--- src/tpmdi_consts.vh ---
/*
 * Constants of the twisted-pair media control block: register offsets,
 * field positions, reset values and timing figures.
 * Assumes a 32-bit Avalon-MM register bus and a 200 MHz core clock.
 */
`ifndef TPMDI_CONSTS_VH
`define TPMDI_CONSTS_VH

// ****************************************
// register byte offsets
// ****************************************
`define TPMDI_OFS_BASIC 6'h00
`define TPMDI_OFS_PHYCTL 6'h04
`define TPMDI_OFS_AUXSTAT 6'h08
`define TPMDI_OFS_WIRING 6'h0C
`define TPMDI_OFS_DSHIFT 6'h10
`define TPMDI_OFS_EEE 6'h14
`define TPMDI_OFS_RING 6'h18
`define TPMDI_OFS_IRQSTAT 6'h1C
`define TPMDI_OFS_IRQMASK 6'h20

// ****************************************
// field positions
// ****************************************
`define TPMDI_B_SPEED_LSB 6
`define TPMDI_B_DUPLEX 8
`define TPMDI_B_AN_EN 12
`define TPMDI_B_SPEED_MSB 13
`define TPMDI_B_XOVER_FORCED 7
`define TPMDI_B_XOVER_DIS 5
`define TPMDI_B_POL_DIS 4
`define TPMDI_B_ST_MDIX 13
`define TPMDI_B_ST_CDSWAP 12
`define TPMDI_B_ST_POL_LSB 8
`define TPMDI_B_FORCE_LSB 2
`define TPMDI_B_DS_EN 4
`define TPMDI_B_DS_CNT_LSB 2
`define TPMDI_B_DS_STAT 1
`define TPMDI_B_TE_EN 15
`define TPMDI_B_RING_EN 0

// ****************************************
// reset values and codes
// ****************************************
`define TPMDI_RST_BASIC 16'h1140
`define TPMDI_RST_PHYCTL 16'h0080
`define TPMDI_RST_DSHIFT 4'h0
`define TPMDI_FORCE_AUTO 2'h0
`define TPMDI_FORCE_MDI 2'h2
`define TPMDI_FORCE_MDIX 2'h3
`define TPMDI_MAP_MDI 2'h0
`define TPMDI_MAP_MDIX 2'h1
`define TPMDI_DS_BASE 3'h2
`define TPMDI_SPD_100 2'h1
`define TPMDI_SPD_1000 2'h2

// ****************************************
// timing
// ****************************************
`define TPMDI_CLK_MHZ 200
`define TPMDI_HUNT_US 100
`define TPMDI_HUNT_CYCLES (`TPMDI_HUNT_US * `TPMDI_CLK_MHZ)

`endif

--- src/tpmdi_ctrl.v ---
/*
 * Twisted-pair media control for one port: crossover hunt and forcing,
 * polarity correction, speed downshift, low-power idle, reduced-amplitude
 * 10 Mbit/s mode and ring-resiliency timing swap, with an Avalon-MM slave.
 * Assumes line-side status inputs synchronous to CORE_CLK, driven by the
 * port's DSP and autonegotiation logic.
 */
// Overview of operation
// crossover detection hunts wiring mappings at 10, 100 and 1000 Mbit/s
// inverted pair polarity is detected per pair and corrected internally
// crossover and polarity correction on after reset; control bits 5, 4 disable
// crossover and polarity outcome reported in the auxiliary status register
// crossover also runs forced 10/100 when bit 7 and AN enable are clear
// four mappings: normal, crossed, normal C/D swapped, crossed C/D unswapped
// wiring field 10 forces straight, 11 forces crossed, over automatic
// wiring field 00 follows automatic detection per control bits 7 and 5
// after set gigabit failures with downshift on, stop advertising gigabit
// downshift left without reset once a gigabit-capable partner appears
// downshift enable, count and status sit in bits 4:1, read and write; status bit 1 reads ds_state and ignores writes
// low-power idle cycles active and idle in 100 and 1000 Mbit/s modes
// writing 1 to bit 15 of the energy register enters reduced amplitude
// ring resiliency swaps timing reference, keeping master or slave role
// slave requests reference switch, freezes recovery, holds tx frequency
// master moves transmitter to recovered clock only after timing lock
// the partner must also implement ring resiliency for the swap to work
// clearing basic bit 12 disables AN; bits 6, 13, 8 force speed, duplex
// a link up clears the downshift failure counter
`timescale 1ns/1ps
`default_nettype none
`include "tpmdi_consts.vh"

module tpmdi_ctrl #(
  parameter HUNT_CYCLES = `TPMDI_HUNT_CYCLES
) (
  // clock and reset
  input wire CORE_CLK,
  input wire RSTN,
  // avalon-mm slave
  input wire [5:0] AVS_ADDRESS,
  input wire AVS_READ,
  input wire AVS_WRITE,
  input wire [31:0] AVS_WRITEDATA,
  output reg [31:0] AVS_READDATA,
  output wire AVS_WAITREQUEST,
  // line-side status
  input wire LINK_OK,
  input wire [1:0] LINK_SPEED,
  input wire [3:0] RX_POL_INV,
  input wire GIG_ATTEMPT_FAIL,
  input wire PARTNER_GIG,
  input wire TX_LPI_REQ,
  input wire MASTER_ROLE,
  input wire TIMING_LOCK,
  // media control
  output reg [1:0] PAIR_MAP,
  output reg [3:0] POL_CORR,
  output wire AN_ENABLE,
  output wire [1:0] FORCE_SPEED,
  output wire FORCE_FULL_DUPLEX,
  output reg ADV_1000,
  output reg LOW_POWER_IDLE,
  output reg TX_REDUCED_AMP,
  // ring resiliency
  output reg REF_SWITCH_REQ,
  output reg TR_FREEZE,
  output reg TX_FREQ_HOLD,
  output reg TX_CLK_RECOVERED,
  // interrupt
  output wire IRQ
);

  // ****************************************
  // register storage
  // ****************************************
  localparam [4:0] EV_LINK_UP = 5'h01;
  localparam [4:0] EV_LINK_DN = 5'h02;
  localparam [4:0] EV_DSHIFT = 5'h04;
  localparam [4:0] EV_POL = 5'h08;
  localparam [4:0] EV_RING = 5'h10;

  reg [15:0] basic;
  reg [15:0] phyctl;
  reg [1:0] wiring;
  reg [3:0] dshift;
  reg te_en;
  reg ring_en;
  reg [4:0] irq_stat;
  reg [4:0] irq_mask;
  reg ack;
  reg ds_state;
  reg [2:0] fail_cnt;
  reg link_q;
  reg [15:0] aux;
  wire [4:0] events;
  // a write lands at the edge where waitrequest is seen low
  wire wr = AVS_WRITE & ack;
  wire rd = AVS_READ & ~ack;

  assign AVS_WAITREQUEST = (AVS_READ | AVS_WRITE) & ~ack;

  always @(posedge CORE_CLK or negedge RSTN) begin
    if (!RSTN) begin
      ack <= 1'b0;
    end else begin
      ack <= (AVS_READ | AVS_WRITE) & ~ack;
    end
  end

  always @(posedge CORE_CLK or negedge RSTN) begin
    if (!RSTN) begin
      basic <= `TPMDI_RST_BASIC;
      phyctl <= `TPMDI_RST_PHYCTL;
      wiring <= `TPMDI_FORCE_AUTO;
      dshift <= `TPMDI_RST_DSHIFT;
      te_en <= 1'b0;
      ring_en <= 1'b0;
      irq_mask <= 5'h00;
    end else if (wr) begin
      case (AVS_ADDRESS)
        `TPMDI_OFS_BASIC: begin
          basic <= AVS_WRITEDATA[15:0];
        end
        `TPMDI_OFS_PHYCTL: begin
          phyctl <= AVS_WRITEDATA[15:0];
        end
        `TPMDI_OFS_WIRING: begin
          wiring <= AVS_WRITEDATA[`TPMDI_B_FORCE_LSB+1:`TPMDI_B_FORCE_LSB];
        end
        `TPMDI_OFS_DSHIFT: begin
          dshift <= AVS_WRITEDATA[4:1];
        end
        `TPMDI_OFS_EEE: begin
          te_en <= AVS_WRITEDATA[`TPMDI_B_TE_EN];
        end
        `TPMDI_OFS_RING: begin
          ring_en <= AVS_WRITEDATA[`TPMDI_B_RING_EN];
        end
        `TPMDI_OFS_IRQMASK: begin
          irq_mask <= AVS_WRITEDATA[4:0];
        end
        default: begin
        end
      endcase
    end
  end

  // set wins over a same-cycle write-one clear
  always @(posedge CORE_CLK or negedge RSTN) begin
    if (!RSTN) begin
      irq_stat <= 5'h00;
    end else if (wr && AVS_ADDRESS == `TPMDI_OFS_IRQSTAT) begin
      irq_stat <= (irq_stat & ~AVS_WRITEDATA[4:0]) | events;
    end else begin
      irq_stat <= irq_stat | events;
    end
  end

  assign IRQ = |(irq_stat & irq_mask);

  always @(posedge CORE_CLK or negedge RSTN) begin
    if (!RSTN) begin
      AVS_READDATA <= 32'h00000000;
    end else if (rd) begin
      case (AVS_ADDRESS)
        `TPMDI_OFS_BASIC: AVS_READDATA <= {16'h0000, basic};
        `TPMDI_OFS_PHYCTL: AVS_READDATA <= {16'h0000, phyctl};
        `TPMDI_OFS_AUXSTAT: AVS_READDATA <= {16'h0000, aux};
        `TPMDI_OFS_WIRING: AVS_READDATA <= {28'h0000000, wiring, 2'h0};
        `TPMDI_OFS_DSHIFT: AVS_READDATA <= {27'h0000000, dshift[3:1], ds_state, 1'b0};
        `TPMDI_OFS_EEE: AVS_READDATA <= {16'h0000, te_en, 15'h0000};
        `TPMDI_OFS_RING: AVS_READDATA <= {31'h00000000, ring_en};
        `TPMDI_OFS_IRQSTAT: AVS_READDATA <= {27'h0000000, irq_stat};
        `TPMDI_OFS_IRQMASK: AVS_READDATA <= {27'h0000000, irq_mask};
        default: AVS_READDATA <= 32'h00000000;
      endcase
    end
  end

  // ****************************************
  // speed and autonegotiation control
  // ****************************************
  assign AN_ENABLE = basic[`TPMDI_B_AN_EN];
  assign FORCE_SPEED = {basic[`TPMDI_B_SPEED_MSB], basic[`TPMDI_B_SPEED_LSB]};
  assign FORCE_FULL_DUPLEX = basic[`TPMDI_B_DUPLEX];

  // ****************************************
  // crossover hunt and wiring selection
  // ****************************************
  localparam [31:0] HUNT_LAST = HUNT_CYCLES - 1;
  reg [31:0] hunt_cnt;
  reg [1:0] hunt_map;
  reg [1:0] next_map;
  // auto crossover runs when enabled and, unless bit 7 clear, only with AN on
  wire auto_xover = ~phyctl[`TPMDI_B_XOVER_DIS] &
                    (AN_ENABLE | ~phyctl[`TPMDI_B_XOVER_FORCED]);

  // mapping 0 normal, 1 crossed, 2 normal with C/D swap, 3 crossed no C/D swap
  always @(posedge CORE_CLK or negedge RSTN) begin
    if (!RSTN) begin
      hunt_cnt <= 32'h00000000;
      hunt_map <= `TPMDI_MAP_MDI;
    end else if (!auto_xover || LINK_OK) begin
      hunt_cnt <= 32'h00000000;
    end else if (hunt_cnt == HUNT_LAST) begin
      hunt_cnt <= 32'h00000000;
      hunt_map <= hunt_map + 2'h1;
    end else begin
      hunt_cnt <= hunt_cnt + 32'h00000001;
    end
  end

  always @* begin
    case (wiring)
      `TPMDI_FORCE_MDI: next_map = `TPMDI_MAP_MDI;
      `TPMDI_FORCE_MDIX: next_map = `TPMDI_MAP_MDIX;
      default: next_map = auto_xover ? hunt_map : `TPMDI_MAP_MDI;
    endcase
  end

  always @(posedge CORE_CLK or negedge RSTN) begin
    if (!RSTN) begin
      PAIR_MAP <= `TPMDI_MAP_MDI;
    end else begin
      PAIR_MAP <= next_map;
    end
  end

  // ****************************************
  // polarity correction
  // ****************************************
  wire [3:0] next_pol = phyctl[`TPMDI_B_POL_DIS] ? 4'h0 : RX_POL_INV;

  always @(posedge CORE_CLK or negedge RSTN) begin
    if (!RSTN) begin
      POL_CORR <= 4'h0;
    end else begin
      POL_CORR <= next_pol;
    end
  end

  always @* begin
    aux = 16'h0000;
    aux[`TPMDI_B_ST_MDIX] = PAIR_MAP[0];
    aux[`TPMDI_B_ST_CDSWAP] = PAIR_MAP[1];
    aux[`TPMDI_B_ST_POL_LSB+3:`TPMDI_B_ST_POL_LSB] = POL_CORR;
  end

  // ****************************************
  // speed downshift
  // ****************************************
  wire [2:0] fail_limit = `TPMDI_DS_BASE + {1'b0, dshift[2:1]};
  wire ds_en = dshift[3];
  wire ds_hit = ds_en & ~ds_state & GIG_ATTEMPT_FAIL &
                ({1'b0, fail_cnt} + 4'h1 >= {1'b0, fail_limit});

  always @(posedge CORE_CLK or negedge RSTN) begin
    if (!RSTN) begin
      fail_cnt <= 3'h0;
      ds_state <= 1'b0;
    end else begin
      if (LINK_OK) begin
        fail_cnt <= 3'h0;
      end else if (ds_hit) begin
        fail_cnt <= 3'h0;
      end else if (ds_en && GIG_ATTEMPT_FAIL && fail_cnt != 3'h7) begin
        fail_cnt <= fail_cnt + 3'h1;
      end
      if (!ds_en || PARTNER_GIG) begin
        ds_state <= 1'b0;
      end else if (ds_hit) begin
        ds_state <= 1'b1;
      end
    end
  end

  always @(posedge CORE_CLK or negedge RSTN) begin
    if (!RSTN) begin
      ADV_1000 <= 1'b1;
    end else begin
      ADV_1000 <= ~ds_state;
    end
  end

  // ****************************************
  // energy saving
  // ****************************************
  wire lpi_speed = (LINK_SPEED == `TPMDI_SPD_100) | (LINK_SPEED == `TPMDI_SPD_1000);

  always @(posedge CORE_CLK or negedge RSTN) begin
    if (!RSTN) begin
      LOW_POWER_IDLE <= 1'b0;
      TX_REDUCED_AMP <= 1'b0;
    end else begin
      LOW_POWER_IDLE <= LINK_OK & lpi_speed & TX_LPI_REQ;
      TX_REDUCED_AMP <= te_en;
    end
  end

  // ****************************************
  // ring resiliency
  // ****************************************
  localparam [1:0] RR_IDLE = 2'h0;
  localparam [1:0] RR_SLAVE = 2'h1;
  localparam [1:0] RR_MWAIT = 2'h2;
  localparam [1:0] RR_MRECV = 2'h3;
  reg [1:0] rr_state;
  reg [1:0] next_rr;
  // the role input is only read, never driven: the negotiated role stays
  wire rr_go = ring_en & LINK_OK & (LINK_SPEED == `TPMDI_SPD_1000);

  always @* begin
    next_rr = rr_state;
    case (rr_state)
      RR_IDLE: begin
        if (rr_go) begin
          next_rr = MASTER_ROLE ? RR_MWAIT : RR_SLAVE;
        end
      end
      RR_SLAVE: begin
        if (!rr_go) begin
          next_rr = RR_IDLE;
        end
      end
      RR_MWAIT: begin
        if (!rr_go) begin
          next_rr = RR_IDLE;
        end else if (TIMING_LOCK) begin
          next_rr = RR_MRECV;
        end
      end
      RR_MRECV: begin
        if (!rr_go) begin
          next_rr = RR_IDLE;
        end
      end
      default: next_rr = RR_IDLE;
    endcase
  end

  always @(posedge CORE_CLK or negedge RSTN) begin
    if (!RSTN) begin
      rr_state <= RR_IDLE;
      REF_SWITCH_REQ <= 1'b0;
      TR_FREEZE <= 1'b0;
      TX_FREQ_HOLD <= 1'b0;
      TX_CLK_RECOVERED <= 1'b0;
    end else begin
      rr_state <= next_rr;
      REF_SWITCH_REQ <= (next_rr == RR_SLAVE);
      TR_FREEZE <= (next_rr == RR_SLAVE);
      TX_FREQ_HOLD <= (next_rr == RR_SLAVE);
      // single registered select of the recovered transmit clock
      TX_CLK_RECOVERED <= (next_rr == RR_MRECV);
    end
  end

  // ****************************************
  // interrupt events
  // ****************************************
  always @(posedge CORE_CLK or negedge RSTN) begin
    if (!RSTN) begin
      link_q <= 1'b0;
    end else begin
      link_q <= LINK_OK;
    end
  end

  assign events = ((LINK_OK & ~link_q) ? EV_LINK_UP : 5'h00) |
                  ((~LINK_OK & link_q) ? EV_LINK_DN : 5'h00) |
                  (ds_hit ? EV_DSHIFT : 5'h00) |
                  ((next_pol != POL_CORR) ? EV_POL : 5'h00) |
                  ((next_rr != rr_state && next_rr != RR_IDLE) ? EV_RING : 5'h00);

endmodule
`default_nettype wire

--- config.mk ---
export PLATFORM = sky130hd
export DESIGN_NAME = tpmdi_ctrl
export DESIGN_NICKNAME = d
export VERILOG_FILES = /design/src/tpmdi_ctrl.v
export VERILOG_INCLUDE_DIRS = /design/src /design/src/src
export SDC_FILE = /design/constraint.sdc
export NUM_CORES = 1
export LEC_CHECK = 0
export BUFFER_PORTS_ARGS = -buffer_cell sky130_fd_sc_hd__buf_2
export CORE_MARGIN = 2
export CORE_UTILIZATION = 50
export CTS_BUF_LIST = sky130_fd_sc_hd__clkbuf_16
export CTS_CLUSTER_DIAMETER = 40
export DETAILED_ROUTE_END_ITERATION = 10
export GPL_TIMING_DRIVEN = 0
export PLACE_DENSITY = 0.76
export REMOVE_ABC_BUFFERS = 1
export SLEW_MARGIN = 20
export SYNTH_ARGS = -nofsm -noshare
export SYNTH_HDL_FRONTEND = slang
export SYNTH_SLANG_ARGS = --single-unit
--- constraint.sdc ---
create_clock -name CORE_CLK -period 1.9 [get_ports CORE_CLK]
set_clock_uncertainty 0.05 [all_clocks]
set_input_delay 0.095 -clock CORE_CLK [delete_from_list [all_inputs] [get_ports CORE_CLK]]
set_output_delay 0.095 -clock CORE_CLK [all_outputs]
set_load 0.02 [all_outputs]
Word-level counts from Yosys, hierarchy flattened:

Index checks and enable logic that the tools add are counted.

* flip-flop bits (word level): 135
* input bits: 54
* output and inout port bits: 51
* logic and storage cells: 128

* $add $sub $neg: 5
* magnitude comparators: 1
* equal/unequal tests: 21
* muxes and demuxes: 23
* bitwise logic cells: 32
* reductions and logical operators: 23

Operator list (count)
* $pmux 16 s9: 1
* $mux 32: 2
* $add 32x1->32 const B: 1
* $eq 32x15->1 const B: 1
* $eq 6x5->1 const B: 4
* $reduce_and 2->1: 8
* $mux 2: 7
* $and 1x1->1: 13
* $eq 2x2->1 const B: 6
* $eq 6x4->1 const B: 2
* $mux 3: 4
* $and 5x5->5: 2
* $mux 5: 2
* $or 5x5->5: 2
* $mux 4: 2
* $not 1->1: 7
* $eq 2x1->1 const B: 3
* $eq 6x3->1 const B: 1
* $eq 6x6->1 const B: 1
* $logic_not 6->1: 1
* $pmux 2 s3: 1
* $not 5->5: 1
* $or 4x5->5: 1
* $reduce_or 5->1: 1
* other kinds (21): 31

Logic depth before layout (Yosys ltp):

Gate-level depths: netlist (run 1).

* word-level depth: 10
* gate-level depth with buffers: 7
* depth with buffers taken out: 7

Least setup slack after synthesis (run 1):

No wires, ideal clock.

* path kind: reg-to-reg
* start point: register fail_cnt[0]
* end point: register fail_cnt[1]
* setup time: 0.119 ns
* data arrival time: 1.691 ns
* required time: 1.731 ns
* path slack: 0.041 ns
* cell stages (with the launch flop): 8
* buffers on the path: 0
* clock period less this slack: 1.859 ns
* cell sequence: dfrtp_1 ha_1 ha_1 ha_1 inv_1 o21ai_0 a41o_1 nor2_1

* longest elaborated chain between the ends: 5
* elaborated cells on any way between the ends: 10
* classes of those cells: 2 x add/sub; 1 x order compare; 1 x eq/ne; 3 x mux; 1 x bitwise; 2 x reduce/logical

Ends and longest elaborated chain
* start, declared: line tpmdi_ctrl.v:91 `reg [2:0] fail_cnt;`
* start signal, assigned: line tpmdi_ctrl.v:266 `fail_cnt <= fail_cnt + 3'h1;`
* $add 3x1->4: line tpmdi_ctrl.v:254 `({1'b0, fail_cnt} + 4'h1 >= {1'b0, fail_limit});`
* $ge 4x3->1: line tpmdi_ctrl.v:254
* $and 1x1->1: line tpmdi_ctrl.v:253 `wire ds_hit = ds_en & ~ds_state & GIG_ATTEMPT_FAIL &`
* $mux 3: line tpmdi_ctrl.v:263 `end else if (ds_hit) begin`
* $mux 3: line tpmdi_ctrl.v:261 `if (LINK_OK) begin`

Parallel ways exist; a longest one is shown, timed or not. The select of a mux whose other input is x is not followed.
A chain may end at the register's enable or synchronous reset.

Worst setup path in the final report (run 1):

* start point: register hunt_cnt[23]
* end point: register hunt_cnt[30]

* longest elaborated chain between the ends: 3
* elaborated cells on any way between the ends: 4
* classes of those cells: 1 x add/sub; 1 x eq/ne; 2 x mux

Ends and longest elaborated chain
* start, declared: line tpmdi_ctrl.v:190 `reg [31:0] hunt_cnt;`
* start signal, assigned: line tpmdi_ctrl.v:208 `hunt_cnt <= hunt_cnt + 32'h00000001;`
* $add 32x1->32 / $eq 32x15->1 (equally long branches): line tpmdi_ctrl.v:208, tpmdi_ctrl.v:204
* $mux 32 (*): line tpmdi_ctrl.v:204 `end else if (hunt_cnt == HUNT_LAST) begin`
* $mux 32 (*): line tpmdi_ctrl.v:202 `end else if (!auto_xover || LINK_OK) begin`

Mark *: on every way between the ends. The rest lies on a longest branch, timed or not.

==> flow_summary.json, run 1 <==
{
  "outcome": "finished, violations left",
  "failed_checks": "negative setup slack",
  "critical_path.slowest_cell": "sky130_fd_sc_hd__dfrtp_2",
  "grt_pass1_vias": 4581,
  "worst_skew_pair.late_latency_ns": 0.41,
  "htreeDepth": 4,
  "syn_avg_cell_area_um2": 10.94,
  "die_h_um": 110.5,
  "placed_wire_length_estimate_after_detailed_placement_um": 8410,
  "drtAntennaViolNets": 0,
  "timing_worst_setup_path_type": "flop to flop",
  "cts_inserted_buffers": 17,
  "gr-total-overflow": 0,
  "cp_data_required_time_ns": 2.13,
  "holdWs_ns": 0.01172,
  "utilization_pct": 66.77,
  "critical_path.max_fanout": 8,
  "number_of_inserted_filler_cells_in_the_final_layout": 773,
  "ys_seq_elements": 118,
  "timing.final.crit_period_ns": 1.974,
  "maxSlewViolCount": 0,
  "worstReg2RegStart": "hunt_cnt[23]",
  "hold_class": "input port to flop",
  "synthDistinctLibCells": 53,
  "gr-usage-all-layers_pct": 23.26,
  "detail_route.wl_per_cell_um": 18.29,
  "crit_path_cell_trace": "nor4_2 -> nand4_1 -> nor4_4 -> buf_4 -> nand2b_4 -> nor2_1",
  "drc_errors": 0,
  "route.final.wire_length_um": 14500,
  "ys_async_sr_fraction_pct": 100.0,
  "worst_pin_slew_ns": 0.6885,
  "gp_congestion": 0.8410,
  "clkTransAtPathRegs_ns": 0.05,
  "critical_path.startpoint_type": "flop",
  "synth_ff_type": "sky130_fd_sc_hd__dfrtp_1",
  "clkSinkCount": 118,
  "worst_setup_path_end_kind": "flop",
  "p_leak_nw": 3.414,
  "syn-instance-count": 518,
  "slew_headroom_pct": 53.75,
  "row_count": 38,
  "power.ir.vdd_worst_v": 0.0006219,
  "post-synth-top-count-cell": "sky130_fd_sc_hd__dfrtp_1",
  "reg2reg_depth": 6,
  "worst_hold_startpoint": "AVS_WRITEDATA[2]",
  "vias_per_cell": 5.704,
  "setup.reg_to_reg.worst_slack_ns": -0.07,
  "floorplan.die.width_um": 110.5,
  "drive_gt1_share_pct": 33.23,
  "ys_top_cells_by_count": "113 x sky130_fd_sc_hd__dfrtp_1, 57 x sky130_fd_sc_hd__nor2_1, 39 x sky130_fd_sc_hd__nand2_1, 35 x sky130_fd_sc_hd__mux2_2",
  "clock_path_buffers": 2,
  "die_area_mm2": 0.01220,
  "synth.largest_area_cell": "sky130_fd_sc_hd__dfrtp_1",
  "yosys.area.top_type_share_pct": 49.90,
  "post-route-worst-setup-slack_ns": -0.07429,
  "drt_first_iter_violations": 405,
  "vias": 4523,
  "maximum_clock_rate_ghz": 0.5065,
  "setup_viol": 30,
  "clock_tree_from_tritoncts": "done",
  "core_area_mm2": 0.01094,
  "netlist_top_cells_area": "sky130_fd_sc_hd__dfrtp_1 50%, sky130_fd_sc_hd__mux2_2 7.0%, sky130_fd_sc_hd__nor2_1 3.8%",
  "wire_length_of_the_first_global_routing_pass_um": 22850,
  "pin_count_of_the_biggest_net_entering_global_routing": 73,
  "area_growth_syn_to_layout_pct": 28.86,
  "power_per_cell_area_mw_per_mm2": 841.7,
  "final_hold_violations": 0,
  "hold_depth": 4,
  "pin_count": 105,
  "final.setup.tns_ns": -0.6647,
  "cpPeakStageDelay_ns": 0.44,
  "buffer_ports.inserted": 72,
  "fin_crit_sh_pct": 103.9,
  "grt_antenna_before_repair": 0,
  "maxCapViolCount": 0,
  "post-place-ws_ns": -0.8294,
  "start_util_pct": 51.82,
  "ctsRootBufferMaster": "sky130_fd_sc_hd__clkbuf_16",
  "fin_nets": 701,
  "number_of_flops_mapped_to_enable_cells_by_yosys": 0,
  "seq_area_frac_synth_pct": 52.22,
  "synth.cell_area_mm2": 0.005667,
  "drt_pre_antenna_iters": 5,
  "ys_warns": 0,
  "timing.rr.end": "hunt_cnt[30]",
  "cp.arrival_ns": 2.21,
  "unrepaired_setup_endpoints_after_global_routing": "true",
  "antenna_cells": 0,
  "holdPathEnd": "irq_stat[2]"
}
[worst max-delay path, delay by kind of cell (launching register included)]
family	cells	cell delay (ns)
buffers and inverters	1	0.18
and+or+nand+nor	5	1.17
DFF	1	0.44
[metal layers]
| layer | track usage, % | routed length (um) |
|---|---|---|
| met5 | 0 | 0 |
| met4 | 10.50 | 255 |
| met3 | 5.324 | 850 |
| met2 | 38.16 | 7638 |
| met1 | 29.48 | 5756 |
[area by class of cell]
type | instances | area [um2] | area share (%)
flip-flops and latches | 118 | 2967 | 40.63
multi-input cells | 369 | 2749 | 37.65
repair buffers | 123 | 858.3 | 11.75
clock buffers | 17 | 425.4 | 5.826
well taps | 140 | 175.2 | 2.399
clock inverters | 15 | 86.33 | 1.182
inverters | 11 | 41.29 | 0.5655
[worst max path at each step]
stage | end | from | slack (ns) | cells after the start
finish | hunt_cnt[30] | hunt_cnt[23] | -0.07 | 6
CTS | hunt_cnt[24] | hunt_cnt[17] | 0.000009 | 6
global route | hunt_cnt[28] | hunt_cnt[0] | -0.19 | 6
detailed placement | hunt_cnt[15] | hunt_cnt[0] | -0.83 | 5
global placement | AVS_READDATA[11] | ack | -0.95 | 5
floorplan | hunt_cnt[10] | hunt_cnt[0] | -0.26 | 5
[flip-flops by register name, summed over array words and instances (netlist names), 3 cells and up]
| name | count |
|---|---|
| phyctl | 16 |
| basic | 16 |
| dshift | 3 |
| irq_stat | 5 |
| POL_CORR | 4 |
| irq_mask | 5 |
| fail_cnt | 3 |
| AVS_READDATA | 16 |
| hunt_cnt | 32 |
[cells in the final DEF (no fill, tap or decap), types with 14 or more instances in the layout]
cell	count
sky130_fd_sc_hd__dfrtp_1	107
sky130_fd_sc_hd__buf_2	71
sky130_fd_sc_hd__nor2_1	43
sky130_fd_sc_hd__nand2_1	38
sky130_fd_sc_hd__mux2_2	35
sky130_fd_sc_hd__dlygate4sd3_1	29
sky130_fd_sc_hd__a22oi_1	20
sky130_fd_sc_hd__o21ai_0	19
sky130_fd_sc_hd__nand4_1	19
sky130_fd_sc_hd__xor2_1	19
sky130_fd_sc_hd__buf_4	19
sky130_fd_sc_hd__inv_1	18
sky130_fd_sc_hd__xnor2_1	17
sky130_fd_sc_hd__clkbuf_16	17
sky130_fd_sc_hd__conb_1	16
sky130_fd_sc_hd__nor2_2	14
[repair_timing]
item | 4_1_cts | 5_1_grt
resized for setup | 21 | 33
cloned | 4 | 0
endpoints found under the hold margin | 100 | 0
hold buffers | 29 | 0
pin swaps | 7 | 21
endpoints found under the setup margin | 83 | 38
buffers inserted | 10 | 11
[power by group]
group	switching, mW	internal (mW)	total, mW
Sequential	0.102	2.64	2.74
Combinational	0.371	0.265	0.636
Clock	1.04	1.73	2.77
Total	1.51	4.63	6.15
[kinds of logic after synthesis]
logic type	Yosys count	share of synthesized area (%)
compound gates	67	7.839
xor+xnor	36	5.564
fa+ha+maj	7	1.546
buf+inv	50	4.968
flops	118	52.22
mux	52	10.84
other cells	1	0.06618
simple gates	187	16.96
[stage by stage]
| stage | std cells | cell area (um2) | total power [mW] |
|---|---|---|---|
| floorplan | 494 | 5483 | 3.045 |
| global placement | 706 | 6018 | 3.251 |
| detailed placement | 707 | 6058 | 3.288 |
| CTS | 782 | 7074 | 6.147 |
| global route | 793 | 7302 | 6.383 |
| finish | 793 | 7302 | 6.146 |
No activity file was read; power rests on OpenSTA's default activity.
==> run 2, diff against run 1 <==
- ABC_AREA: default -> 0
- RECOVER_POWER: default -> 50
==> run 2 against run 1 <==
Effect of this change:
- the flow still finishes with violations (negative setup slack)
- maximum frequency shrank 0.30%
- final cell count is the same
- critical path depth is the same
- clock-buffer cell count is the same
- die area is the same
- combinational power is essentially flat
- first-iteration DRC count shrank 19%
- global-route usage is the same
- wire length is essentially flat
- setup slack lost 0.0059 ns
- hold slack lost 0.0018 ns
- critical path type unchanged
- critical endpoint unchanged
- largest cell class unchanged
==> flow_summary.json, run 2 (synthesis results as in run 1) <==
{
  "grtUsageMet1_pct": 29.48,
  "start_util_pct": 51.82,
  "global_route.usage.met3_pct": 5.324,
  "cp_data_required_time_ns": 2.13,
  "reg2reg_depth": 6,
  "timing_worst_setup_path_type": "flop to flop",
  "finalInstanceArea_mm2": 0.007288,
  "gr-total-overflow": 0,
  "timing.rr.end": "hunt_cnt[30]",
  "p_leak_nw": 3.386,
  "worst_hold_startpoint": "AVS_WRITEDATA[2]",
  "slew_headroom_pct": 19.50,
  "cp.arrival_ns": 2.21,
  "maxSlewViolCount": 0,
  "drt_first_iter_violations": 329,
  "fin_nets": 701,
  "layout_common_cells": "107 x sky130_fd_sc_hd__dfrtp_1, 65 x sky130_fd_sc_hd__buf_2, 43 x sky130_fd_sc_hd__nor2_1",
  "layout_commonest_cell": "sky130_fd_sc_hd__dfrtp_1",
  "gp_congestion": 0.8410,
  "fin_crit_sh_pct": 104.2,
  "use_met2_pct": 38.16,
  "worst_skew_pair.late_latency_ns": 0.41,
  "clock_path_buffers": 2,
  "layoutNonFillerInstCount": 793,
  "area_growth_syn_to_layout_pct": 28.62,
  "grt_most_used_layer": "met2",
  "final.setup.tns_ns": -0.8799,
  "unrepaired_setup_endpoints_after_global_routing": "true",
  "worst_pin_slew_ns": 1.207,
  "ctsRootBufferMaster": "sky130_fd_sc_hd__clkbuf_16",
  "holdWs_ns": 0.009900,
  "pin_count_of_the_biggest_net_entering_global_routing": 73,
  "setup.reg_to_reg.worst_slack_ns": -0.08,
  "regMostFlops": "hunt_cnt",
  "antenna_cells": 0,
  "clkTransAtPathRegs_ns": 0.05,
  "multi_input_comb_area_mm2": 0.002749,
  "hold_class": "input port to flop",
  "row_count": 38,
  "grt_antenna_before_repair": 0,
  "setup_viol": 31,
  "route.final.wire_length_um": 14510,
  "grt_pass1_vias": 4581,
  "vias": 4562,
  "number_of_inserted_filler_cells_in_the_final_layout": 777,
  "final_hold_violations": 0,
  "maxCapViolCount": 0,
  "htreeDepth": 4,
  "clkSinkCount": 118,
  "cts_inserted_buffers": 17,
  "vias_per_cell": 5.753,
  "drtAntennaViolNets": 0,
  "sequential_cell_area_mm2": 0.002967,
  "buffer_ports.inserted": 72,
  "power.ir.vdd_worst_v": 0.0006227,
  "floorplan.die.width_um": 110.5,
  "drc_errors": 0,
  "clock_tree_from_tritoncts": "done",
  "critical_path.max_fanout": 8,
  "timing.final.crit_period_ns": 1.980,
  "detail_route.wl_per_cell_um": 18.30,
  "fin_total_pwr_mw": 6.146,
  "number_of_flip_flops_in_the_largest_register": 32,
  "holdPathEnd": "irq_stat[2]",
  "power_per_cell_area_mw_per_mm2": 843.3,
  "die_h_um": 110.5,
  "gr-usage-all-layers_pct": 23.26,
  "post-place-ws_ns": -0.8294,
  "utilization_pct": 66.65,
  "drive_gt1_share_pct": 32.31,
  "placed_wire_length_estimate_after_detailed_placement_um": 8410,
  "dpl_cell_area_mm2": 0.006058,
  "hold_depth": 4,
  "dpl.cell_count": 707,
  "post-route-worst-setup-slack_ns": -0.08016,
  "worst_setup_path_end_kind": "flop",
  "crit_start": "hunt_cnt[23]",
  "wire_length_of_the_first_global_routing_pass_um": 22850,
  "maximum_clock_rate_ghz": 0.5050,
  "drt_pre_antenna_iters": 8,
  "die_area_mm2": 0.01220,
  "outcome": "finished, violations left",
  "failed_checks": "negative setup slack",
  "pin_count": 105,
  "critical_path.startpoint_type": "flop",
  "core_area_mm2": 0.01094,
  "worstReg2RegStart": "hunt_cnt[23]"
}
## run 2: cell count changes in the layout (fill, tap and decap cells not counted)
cell	previous run	this run
sky130_fd_sc_hd__clkbuf_2	0	1
sky130_fd_sc_hd__clkbuf_1	0	6
sky130_fd_sc_hd__buf_2	71	65
sky130_fd_sc_hd__buf_6	2	1
## run 2: worst max path at each step
stage,to,slack [ns],depth (start not counted)
2_1_floorplan,hunt_cnt[10],-0.26,5
3_3_place_gp,AVS_READDATA[11],-0.95,5
3_5_place_dp,hunt_cnt[15],-0.83,5
4_1_cts,hunt_cnt[24],0.000009,6
5_1_grt,hunt_cnt[28],-0.19,6
6_report,hunt_cnt[30],-0.08,6
## run 2: per-layer routing
| metal | vias up | wire length, um | part of all wire, % |
|---|---|---|---|
| met2 | 202 | 7630 | 53 |
| met1 | 2273 | 5715 | 39 |
| met3 | 38 | 873 | 6.0 |
| met4 | 0 | 294 | 2.0 |
| met5 | - | 0 | 0 |
| li1 | 2049 | - | - |
## run 2: power breakdown
group	total [mW]	internal (mW)	leakage [nW]	switching, mW
logic	0.633	0.263	1.54	0.371
clock network	2.77	1.73	0.279	1.04
registers	2.74	2.64	1.57	0.102
total	6.15	4.63	3.39	1.52
## run 2: final cells by class
type                            instances  area share, %
Sequential cell                       118          40.70
Multi-Input combinational cell        369          37.72
Timing Repair Buffer                  123          11.59
Clock buffer                           17          5.837
Tap cell                              140          2.403
Clock inverter                         15          1.185
Inverter                               11         0.5665
## run 2: repair_timing
item,CTS,global route
hold endpoints to repair,100,0
gates cloned,4,0
pin swaps,7,21
hold buffers,29,0
setup endpoints to repair,83,38
setup buffers,10,11
gates resized for setup,21,33
## run 2: worst max-delay path, cell delays in order, from the launching register on
cell and delay [ns]:
sky130_fd_sc_hd__dfrtp_2 0.44, sky130_fd_sc_hd__nor4_2 0.31, sky130_fd_sc_hd__nand4_1 0.24, sky130_fd_sc_hd__nor4_4 0.33
sky130_fd_sc_hd__buf_4 0.18, sky130_fd_sc_hd__nand2b_4 0.21, sky130_fd_sc_hd__nor2_1 0.09
==> run 3, diff against run 2 <==
- CORE_UTILIZATION: 50 -> 55
- PLACE_DENSITY: 0.76 -> 0.79
- clock period: 1.9 -> 2.4 ns (I/O delays scaled with it)
==> run 3 against run 2 <==
Effect of this change:
- the flow now finishes without violations
- die area down 8.8%
- highest routed layer unchanged
- clock-buffer cell count unchanged
- via count down 5.0%
==> flow_summary.json, run 3 (synthesis results as in run 1) <==
{
  "holdWs_ns": 0.1285,
  "buffer_ports.inserted": 72,
  "drt_first_iter_violations": 362,
  "crit_path_cell_trace": "ha_1 -> ha_1 -> ha_1 -> inv_1 -> o21ai_0 -> a41o_1 -> nor2_1",
  "detail_route.wl_per_cell_um": 16.88,
  "critical_path.max_fanout": 4,
  "maxCapViolCount": 0,
  "unrepaired_setup_endpoints_after_global_routing": "false",
  "critPathTopFamily": "adder cells",
  "pin_count_of_the_biggest_net_entering_global_routing": 75,
  "finalInstanceArea_mm2": 0.006877,
  "vias": 4335,
  "critical_path.startpoint_type": "flop",
  "clkTransAtPathRegs_ns": 0.05,
  "grt_pass1_vias": 4404,
  "crit_path_frequent_cell": "sky130_fd_sc_hd__ha_1",
  "slew_headroom_pct": 22.90,
  "power.ir.vdd_worst_v": 0.0003559,
  "drive_gt1_share_pct": 23.57,
  "antenna_cells": 0,
  "gr-usage-all-layers_pct": 24.25,
  "fin_nets": 677,
  "placed_wire_length_estimate_after_detailed_placement_um": 8263,
  "dpl_cell_area_mm2": 0.006053,
  "cp.arrival_ns": 2.45,
  "die_h_um": 105.5,
  "vias_per_cell": 5.674,
  "number_of_flip_flops_in_the_largest_register": 32,
  "worst_setup_path_end_kind": "flop",
  "wire_length_of_the_first_global_routing_pass_um": 21330,
  "timing.final.crit_period_ns": 2.211,
  "hold_class": "input port to flop",
  "maximum_clock_rate_ghz": 0.4522,
  "gp_congestion": 0.8665,
  "layoutNonFillerInstCount": 764,
  "start_util_pct": 55.64,
  "layout_commonest_cell": "sky130_fd_sc_hd__dfrtp_1",
  "fin_total_pwr_mw": 4.790,
  "layout_common_cells": "113 x sky130_fd_sc_hd__dfrtp_1, 64 x sky130_fd_sc_hd__buf_2, 57 x sky130_fd_sc_hd__nor2_1",
  "post-route-worst-setup-slack_ns": 0.1886,
  "grt_antenna_before_repair": 0,
  "timing_worst_setup_path_type": "flop to flop",
  "route.final.wire_length_um": 12900,
  "power_per_cell_area_mw_per_mm2": 696.5,
  "regMostFlops": "hunt_cnt",
  "clock_path_buffers": 2,
  "cp_data_required_time_ns": 2.64,
  "core_area_mm2": 0.01018,
  "floorplan.die.width_um": 105.5,
  "setup_viol": 0,
  "dpl.cell_count": 703,
  "p_leak_nw": 3.227,
  "drtAntennaViolNets": 0,
  "outcome": "complete, no violations",
  "cp.buffers_inverters": 1,
  "maxSlewViolCount": 0,
  "cts_inserted_buffers": 17,
  "clkSinkCount": 118,
  "worst_pin_slew_ns": 1.156,
  "area_growth_syn_to_layout_pct": 21.35,
  "pin_count": 105,
  "ctsRootBufferMaster": "sky130_fd_sc_hd__clkbuf_16",
  "gr-total-overflow": 0,
  "drt_pre_antenna_iters": 5,
  "fin_crit_sh_pct": 92.14,
  "final_hold_violations": 0,
  "post-place-ws_ns": -0.4292,
  "final.setup.tns_ns": 0,
  "die_area_mm2": 0.01113,
  "row_count": 37,
  "clock_tree_from_tritoncts": "done",
  "critical_path.slowest_cell": "sky130_fd_sc_hd__dfrtp_1",
  "cpPeakStageDelay_ns": 0.42,
  "worst_skew_pair.late_latency_ns": 0.40,
  "htreeDepth": 4,
  "drc_errors": 0,
  "utilization_pct": 67.52
}
==> run 3: where the power goes <==
part	total (mW)	leakage [nW]	switching, mW	internal [mW]
combinational	0.454	1.37	0.265	0.189
sequential	2.17	1.58	0.0790	2.09
clock	2.17	0.274	0.800	1.37
==> run 3: final timing paths <==
path,from,end,slack [ns],cells past startpoint
min in group asynchronous,RSTN,AVS_READDATA[6],0.45,2
setup reg to reg,fail_cnt[0],fail_cnt[1],0.19,7
max in group asynchronous,RSTN,ADV_1000,0.90,3
setup / recovery,fail_cnt[0],fail_cnt[1],0.19,7
hold / removal,AVS_ADDRESS[2],te_en,0.13,3
hold reg to reg,te_en,TX_REDUCED_AMP,0.36,0
==> run 3: what timing repair did <==
action,CTS,global route
endpoints found under the setup margin,37,53
hold endpoints to repair,95,0
resized for setup,3,3
hold buffers,30,0
setup buffers,0,0
==> run 3: worst register-to-register path, stage by stage, from the launching register on <==
cell                      delay [ns]
sky130_fd_sc_hd__dfrtp_1        0.42
sky130_fd_sc_hd__ha_1           0.23
sky130_fd_sc_hd__ha_1           0.29
sky130_fd_sc_hd__ha_1           0.29
sky130_fd_sc_hd__inv_1          0.04
sky130_fd_sc_hd__o21ai_0        0.41
sky130_fd_sc_hd__a41o_1         0.30
sky130_fd_sc_hd__nor2_1         0.07
==> run 3: area by class of cell <==
| cell class | count | area (um2) |
|---|---|---|
| Timing Repair Buffer | 103 | 679.4 |
| Multi-Input combinational cell | 365 | 2516 |
| Clock inverter | 14 | 85.08 |
| Fill cell | 736 | 3308 |
| Tap cell | 136 | 170.2 |
| Sequential cell | 118 | 2959 |
| Inverter | 11 | 41.29 |
| Clock buffer | 17 | 425.4 |
==> run 3: routing by layer <==
layer	GRT usage, %	up-vias	wire [um]
li1	-	2002	-
met1	30.99	2149	5527
met2	40.60	161	6425
met3	4.082	23	664
met5	0	-	0
met4	11.00	0	279
